**src/shared/etac_consts.vh**
```
// Constants for the elevator tag alarm controller
`ifndef ETAC_CONSTS_VH
`define ETAC_CONSTS_VH

`define ETAC_CLK_HZ 40000000
`define ETAC_TICK_US 1000
`define ETAC_PREALARM_MS 11000
`define ETAC_FLASH_HALF_MS 250
`define ETAC_TAG_ID_W 16
`define ETAC_TAG_DEPTH 8

`define ETAC_KIND_PRESENCE 1'h0
`define ETAC_KIND_DETACH 1'h1

`define ETAC_ST_W 3
`define ETAC_ST_IDLE 3'h0
`define ETAC_ST_ARMED 3'h1
`define ETAC_ST_PRE 3'h2
`define ETAC_ST_FULL 3'h3
`define ETAC_ST_BYPASS 3'h4

`endif

```
**src/hdl/etac_top.v**
```verilog
// Elevator car tag alarm state machine
// Notes on behaviour
// - Detection field on only while the car door reads open.
// - Tag identified: hold door, flash keypad light, sound warning tone.
// - Tags gone or bypass within 11 s: stop light, tone, release door.
// - Tags still present after 11 s without bypass: enter full alarm.
// - New tag after bypass accepted: enter full alarm.
// - Full alarm: steady light, siren, door held until bypass or tags gone.
// - Bypass releases door hold so the car runs normally.
// - After bypass, door closing switches the field off.
// - Asset detach reports never change state, door hold or field.
// - Fire override releases the door hold.
// - Polarity jumper inverts the door sense input.
`timescale 1ns/10ps
`include "etac_consts.vh"
module etac_top
#(
  parameter TICK_CYC = `ETAC_CLK_HZ / 1000 * `ETAC_TICK_US / 1000,
  parameter PREALARM_MS = `ETAC_PREALARM_MS,
  parameter FLASH_HALF_MS = `ETAC_FLASH_HALF_MS,
  parameter ID_W = `ETAC_TAG_ID_W,
  parameter DEPTH = `ETAC_TAG_DEPTH
)
(
  input wire clk_i,
  input wire sys_rst_i,
  input wire door_closed_pin_i,
  input wire door_contact_polarity_jumper_i,
  input wire fire_override_pin_i,
  input wire tag_rpt_valid_i,
  input wire tag_rpt_kind_i,
  input wire [ID_W-1:0] tag_rpt_id_i,
  input wire tags_present_i,
  input wire bypass_ok_i,
  output reg field_enable_o,
  output reg door_hold_drive_out_o,
  output reg keypad_light_o,
  output reg keypad_tone_o,
  output reg siren_o,
  output reg [`ETAC_ST_W-1:0] state_o
);
  wire door_sense;
  wire jumper;
  wire fire;
  reg [`ETAC_ST_W-1:0] state_ff;
  reg [`ETAC_ST_W-1:0] nxt_state;
  reg [31:0] tick_cnt_ff;
  reg tick_ff;
  reg [31:0] pre_ms_ff;
  reg [31:0] flash_ms_ff;
  reg flash_ff;
  reg [ID_W-1:0] seen_id_ff [0:DEPTH-1];
  reg [DEPTH-1:0] seen_vld_ff;
  wire [DEPTH-1:0] hit;
  reg [31:0] wr_ptr_ff;
  wire door_open;
  wire presence;
  wire known;
  wire pre_done;

  etac_pin_sync #(.RESET_VAL(1'b1)) u_door
  (
    .clk_i(clk_i),
    .sys_rst_i(sys_rst_i),
    .pin_i(door_closed_pin_i),
    .level_o(door_sense)
  );

  etac_pin_sync #(.RESET_VAL(1'b0)) u_jump
  (
    .clk_i(clk_i),
    .sys_rst_i(sys_rst_i),
    .pin_i(door_contact_polarity_jumper_i),
    .level_o(jumper)
  );

  etac_pin_sync #(.RESET_VAL(1'b0)) u_fire
  (
    .clk_i(clk_i),
    .sys_rst_i(sys_rst_i),
    .pin_i(fire_override_pin_i),
    .level_o(fire)
  );

  // Sense high means closed unless the jumper flips it
  assign door_open = ~(door_sense ^ jumper);
  // Detach reports are filtered out here, before anything sees them
  assign presence = tag_rpt_valid_i &
    (tag_rpt_kind_i == `ETAC_KIND_PRESENCE);
  assign pre_done = (pre_ms_ff >= PREALARM_MS);

  genvar g;
  generate
    for (g = 0; g < DEPTH; g = g + 1)
    begin : g_match
      // One driver per bit keeps the match vector single-sourced
      assign hit[g] = seen_vld_ff[g] & (seen_id_ff[g] == tag_rpt_id_i);
    end
  endgenerate
  assign known = |hit;

  // Millisecond tick; long counts kept as parameters for simulation
  always @(posedge clk_i or posedge sys_rst_i)
  begin
    if (sys_rst_i)
    begin
      tick_cnt_ff <= 32'h0;
      tick_ff <= 1'b0;
    end
    else if (tick_cnt_ff >= TICK_CYC - 1)
    begin
      tick_cnt_ff <= 32'h0;
      tick_ff <= 1'b1;
    end
    else
    begin
      tick_cnt_ff <= tick_cnt_ff + 32'h1;
      tick_ff <= 1'b0;
    end
  end

  always @*
  begin
    nxt_state = state_ff;
    case (state_ff)
      `ETAC_ST_IDLE:
        if (door_open)
          nxt_state = `ETAC_ST_ARMED;
      `ETAC_ST_ARMED:
        if (!door_open)
          nxt_state = `ETAC_ST_IDLE;
        else if (presence)
          nxt_state = `ETAC_ST_PRE;
      `ETAC_ST_PRE:
        if (bypass_ok_i)
          nxt_state = `ETAC_ST_BYPASS;
        else if (!tags_present_i)
          nxt_state = `ETAC_ST_ARMED;
        else if (pre_done)
          nxt_state = `ETAC_ST_FULL;
      `ETAC_ST_FULL:
        if (bypass_ok_i)
          nxt_state = `ETAC_ST_BYPASS;
        else if (!tags_present_i)
          nxt_state = `ETAC_ST_ARMED;
      `ETAC_ST_BYPASS:
        if (!door_open)
          nxt_state = `ETAC_ST_IDLE;
        else if (presence && !known)
          nxt_state = `ETAC_ST_FULL;
      default:
        nxt_state = `ETAC_ST_IDLE;
    endcase
  end

  always @(posedge clk_i or posedge sys_rst_i)
  begin
    if (sys_rst_i)
      state_ff <= `ETAC_ST_IDLE;
    else
      state_ff <= nxt_state;
  end

  // Pre-alarm timer runs only in pre-alarm
  always @(posedge clk_i or posedge sys_rst_i)
  begin
    if (sys_rst_i)
      pre_ms_ff <= 32'h0;
    else if (state_ff != `ETAC_ST_PRE)
      pre_ms_ff <= 32'h0;
    else if (tick_ff && !pre_done)
      pre_ms_ff <= pre_ms_ff + 32'h1;
  end

  always @(posedge clk_i or posedge sys_rst_i)
  begin
    if (sys_rst_i)
    begin
      flash_ms_ff <= 32'h0;
      flash_ff <= 1'b0;
    end
    else if (state_ff != `ETAC_ST_PRE)
    begin
      flash_ms_ff <= 32'h0;
      flash_ff <= 1'b1;
    end
    else if (tick_ff)
    begin
      if (flash_ms_ff >= FLASH_HALF_MS - 1)
      begin
        flash_ms_ff <= 32'h0;
        flash_ff <= ~flash_ff;
      end
      else
        flash_ms_ff <= flash_ms_ff + 32'h1;
    end
  end

  // Tags seen since the door opened; a full table treats new ids as new
  always @(posedge clk_i or posedge sys_rst_i)
  begin
    if (sys_rst_i)
    begin
      seen_vld_ff <= {DEPTH{1'b0}};
      wr_ptr_ff <= 32'h0;
    end
    else if (state_ff == `ETAC_ST_IDLE)
    begin
      seen_vld_ff <= {DEPTH{1'b0}};
      wr_ptr_ff <= 32'h0;
    end
    else if (presence && !known && wr_ptr_ff < DEPTH)
    begin
      seen_vld_ff[wr_ptr_ff] <= 1'b1;
      wr_ptr_ff <= wr_ptr_ff + 32'h1;
    end
  end

  always @(posedge clk_i)
  begin
    if (presence && !known && wr_ptr_ff < DEPTH)
      seen_id_ff[wr_ptr_ff] <= tag_rpt_id_i;
  end

  always @(posedge clk_i or posedge sys_rst_i)
  begin
    if (sys_rst_i)
    begin
      field_enable_o <= 1'b0;
      door_hold_drive_out_o <= 1'b0;
      keypad_light_o <= 1'b0;
      keypad_tone_o <= 1'b0;
      siren_o <= 1'b0;
      state_o <= `ETAC_ST_IDLE;
    end
    else
    begin
      field_enable_o <= door_open &&
        (state_ff != `ETAC_ST_IDLE);
      door_hold_drive_out_o <= !fire &&
        ((state_ff == `ETAC_ST_PRE) ||
         (state_ff == `ETAC_ST_FULL));
      keypad_light_o <= ((state_ff == `ETAC_ST_PRE) && flash_ff) ||
        (state_ff == `ETAC_ST_FULL);
      keypad_tone_o <= (state_ff == `ETAC_ST_PRE);
      siren_o <= (state_ff == `ETAC_ST_FULL);
      state_o <= state_ff;
    end
  end
endmodule

```
**src/hdl/etac_pin_sync.v**
```verilog
// Three-stage pin synchroniser with agreement filter
`timescale 1ns/10ps
module etac_pin_sync
#(
  parameter RESET_VAL = 1'b0
)
(
  input wire clk_i,
  input wire sys_rst_i,
  input wire pin_i,
  output reg level_o
);
  reg s1_ff;
  reg s2_ff;
  reg s3_ff;

  always @(posedge clk_i or posedge sys_rst_i)
  begin
    if (sys_rst_i)
    begin
      s1_ff <= RESET_VAL;
      s2_ff <= RESET_VAL;
      s3_ff <= RESET_VAL;
      level_o <= RESET_VAL;
    end
    else
    begin
      s1_ff <= pin_i;
      s2_ff <= s1_ff;
      s3_ff <= s2_ff;
      // Only a level seen on two later stages counts
      if (s2_ff == s3_ff)
        level_o <= s3_ff;
    end
  end
endmodule

```
**config.mk**
```make
export PLATFORM = sky130hd
export DESIGN_NAME = etac_top
export DESIGN_NICKNAME = d
export VERILOG_FILES = /design/src/hdl/etac_top.v /design/src/hdl/etac_pin_sync.v
export VERILOG_INCLUDE_DIRS = /design/src /design/src/shared
export SDC_FILE = /design/constraint.sdc
export NUM_CORES = 1
export LEC_CHECK = 0
export BUFFER_PORTS_ARGS = -buffer_cell sky130_fd_sc_hd__buf_2
export CORE_ASPECT_RATIO = 0.9
export CORE_MARGIN = 2
export CORE_UTILIZATION = 56
export DETAILED_ROUTE_END_ITERATION = 6
export PLACE_DENSITY = 0.77
export RECOVER_POWER = 25
export SETUP_SLACK_MARGIN = 0.15
export SLEW_MARGIN = 20
export SYNTH_ARGS = -nofsm -noshare
export SYNTH_HDL_FRONTEND = slang
export SYNTH_SLANG_ARGS = --single-unit
```
**constraint.sdc**
```tcl
create_clock -name clk_i -period 5.2 [get_ports clk_i]
set_input_delay 1.04 -clock clk_i [delete_from_list [all_inputs] [get_ports clk_i]]
set_output_delay 1.04 -clock clk_i [all_outputs]
set_load 0.02 [all_outputs]
```
==> metrics.md <==
| Metric | Value |
|---|---|
| Status | complete, but fails checks |
| Failing checks | max-capacitance violations, max-slew violations |
| Hold Crit Class | flop to flop |
| Wire per inst | 16.88 um |
| Top_reg_cell synth | dfrtp_1 |
| Clk sinks | 289 |
| Final period utilization | 78.98% |
| Vias in the first global route | 6,906 |
| Tightest Pin Transition | 2.425 ns |
| Seq cells post-synth | 289 |
| Max_slew headroom | -61.70% |
| Total Nets Final | 994 |
| Area of placed instances | 0.01240 mm^2 |
| GRT Total Usage | 20.11% |
| Post-Synthesis Cells | 910 |
| I/O pin cnt | 33 |
| Worst skew pair latency | 0.54 ns |
| Maximum vdd drop | 290.3 uV |
| EDFF count, synth | 128 |
| Die X | 157.6 um |
| Unrepaired setup endpoints after global routing | false |
| LEAKAGE | 5.184 nW |
| Row cnt | 50 |
| Max Slew Vio Count | 108 |
| Root Buffer | clkbuf_16 |
| Antenna diodes | 0 |
| Die Footprint | 0.02242 mm^2 |
| Core box area | 0.02083 mm^2 |
| Skew final | 0.01580 ns |
| Post-synth top area cell | dfrtp_1 |
| # H-tree levels | 1 |
| Max cap viols | 1 |
| Peak Freq | 243.5 MHz |
| Dpl hpwl | 13.90 mm |
| Final Hold Viols | 0 |
| CTS tree | yes |
| Worst EP required | 5.43 ns |
| Hold buffers post-CTS | 0 |
| Via count | 6,831 |
| Design area | 0.01325 mm^2 |
| Power Density | 381.2 mW/mm^2 |
| Setup CP Type | primary input to flop |
| Residual DRC count | 0 |
| Post-layout util | 63.62% |
| CP Launch Type | primary input |
| Post-synthesis sequential area ratio | 66.22% |
| Synth warn | 0 |
| Die height | 142.3 um |
| Syn_area_per_cell | 13.07 um^2 |
| Gpl congestion | 0.8699 |
| Setup violations, final | 0 |
| Pre-Repair DR Iteration Count | 4 |
| Min Hold Slack | 0.3459 ns |
| First-pass GRT wire length | 35.41 mm |
| Antenna-violating nets left | 0 |
| Longest Clk Path Bufs | 3 |
| Antenna violations before repair | 1 |
| Largest net degree at the start of global routing | 108 |
| Initial DRC Count | 450 |
| Distinct cells, synth | 57 |
| Setup TNS | 0 ns |
| PnR worst setup slack | 1.093 ns |
| Routed WL | 21.44 mm |
| CTS buffer count | 29 |
| Area Growth Syn to Fin | 11.42% |
| Initial Util | 57.10% |
| Tmin final | 4.107 ns |
| Worst-path fanout max | 16 |
| Post-Place Setup Slack | 0.9363 ns |
| Commonest non-fill, non-tap cells in the layout | dfrtp_1, edfxtp_1, xor2_1 |
| Total congestion overflow | 0 |
| Post-DR vias/cell | 5.379 |
| Asr flop ratio synth | 55.71% |
| Cts repair resizes | 0 |
| Layout cells sized above 1 | 9.959% |
| Commonest non-fill, non-tap cell in the layout | dfrtp_1 |
| Crit path arrival time | 4.33 ns |
| Netlist Area Pre-Place | 0.01190 mm^2 |
| Crit. End Element | flop |
| Buffers on Ports | 32 |
| Clock transition at the registers of the reported paths | 0.06 ns |
| Top cells by area, synth | dfrtp_1, edfxtp_1, xor2_1 |
| Yosys top cell area share | 33.03% |
| Buffer count from post-CTS setup fixing | 0 |
[report_power, final]
part / leakage, nW / switching (mW) / total, mW / internal [mW]
clock: 0.433 / 0.832 / 1.96 / 1.13
combinational: 1.44 / 0.349 / 0.496 / 0.147
sequential: 3.31 / 0.0974 / 2.60 / 2.50
[layer usage]
| layer | global-route usage (%) | up-vias | wire length [um] |
|---|---|---|---|
| li1 | - | 3279 | - |
| met1 | 28.55 | 3360 | 9735 |
| met2 | 31.17 | 144 | 9831 |
| met3 | 4.080 | 46 | 1167 |
| met4 | 7.273 | 2 | 695 |
| met5 | 0 | - | 12 |
[worst paths after layout]
| check | from | end | slack (ns) | cells past startpoint |
|---|---|---|---|---|
| max | tag_rpt_id_i[1] | seen_id_ff[0][7]$_DFFE_PP_ | 1.09 | 8 |
| min | u_jump.s1_ff$_DFF_PP0_ | u_jump.s2_ff$_DFF_PP0_ | 0.35 | 0 |
| max reg2reg | seen_id_ff[4][1]$_DFFE_PP_ | seen_id_ff[0][7]$_DFFE_PP_ | 1.96 | 7 |
| min reg2reg | u_jump.s1_ff$_DFF_PP0_ | u_jump.s2_ff$_DFF_PP0_ | 0.35 | 0 |
| max in group asynchronous | sys_rst_i | tick_cnt_ff[31]$_DFF_PP0_ | 2.35 | 3 |
| min in group asynchronous | sys_rst_i | pre_ms_ff[1]$_DFFE_PP0P_ | 0.73 | 3 |
[state kept, by name (all words and copies together) (netlist names), 3 cells and up]
signal and flops:
flash_ms_ff 32, pre_ms_ff 32, seen_id_ff 128, seen_vld_ff 8, state_ff 3, state_o 3
tick_cnt_ff 32, wr_ptr_ff 32
[cells in the mapped netlist (all sizes together) (2+ instances only)]
| cell | n |
|---|---|
| xor2 | 86 |
| inv | 21 |
| a211oi | 3 |
| nand2 | 41 |
| maj3 | 3 |
| nand2b | 3 |
| and3 | 17 |
| o41ai | 4 |
| nor3 | 24 |
| and4 | 2 |
| clkbuf | 15 |
| o21ai | 14 |
| a21o | 2 |
| and2 | 50 |
| a21oi | 20 |
| mux2i | 3 |
| or2 | 2 |
| nand3 | 34 |
| nand4 | 20 |
| dfstp | 4 |
| a31o | 2 |
| nor2 | 78 |
| a31oi | 9 |
| edfxtp | 128 |
| nor2b | 6 |
| a2111oi | 3 |
| a41oi | 3 |
| o31ai | 8 |
| ha | 7 |
| xnor2 | 65 |
| buf | 22 |
| nor4 | 39 |
| or3 | 4 |
| o22ai | 2 |
| dfrtp | 157 |
[stage by stage]
stage	power [mW]	instances
final	5.053	1270
after global routing	5.251	1270
after CTS	5.092	1270
after detailed placement	3.143	1217
after global placement	3.132	1217
after floorplan	2.997	925
[area by class of cell]
type,instances,area (um^2)
clock buffer,37,755.7
clock inverter,16,137.6
timing repair buffer,43,221.5
multi-input combinational,578,3821
sequential,289,7878
inverter,21,82.58
fill,1603,7579
tap,286,357.8
[cell families (layout without fill, tap and decap cells)]
family | after synthesis | in the layout | share of synthesized area [%]
xor gates and xnor gates | 151 | 151 | 11.12
and+or+nand+nor | 323 | 323 | 14.16
DFF | 289 | 289 | 66.22
adders and majority gates | 10 | 10 | 0.9887
AOI/OAI and AO/OA | 75 | 75 | 4.660
buffers and inverters | 58 | 117 | 2.567
other | 1 | 16 | 0.03153
muxes | 3 | 3 | 0.2525
[critical path, cell delays in order]
cell and delay, ns:
clkbuf_1 0.68, xor2_1 0.34, nor4_1 0.12, and3_4 0.21, a2111oi_4 0.68, nand3_2 0.39, nor4_2 0.55, buf_4 0.32
Note: power is estimated with default switching activity, not from simulation.
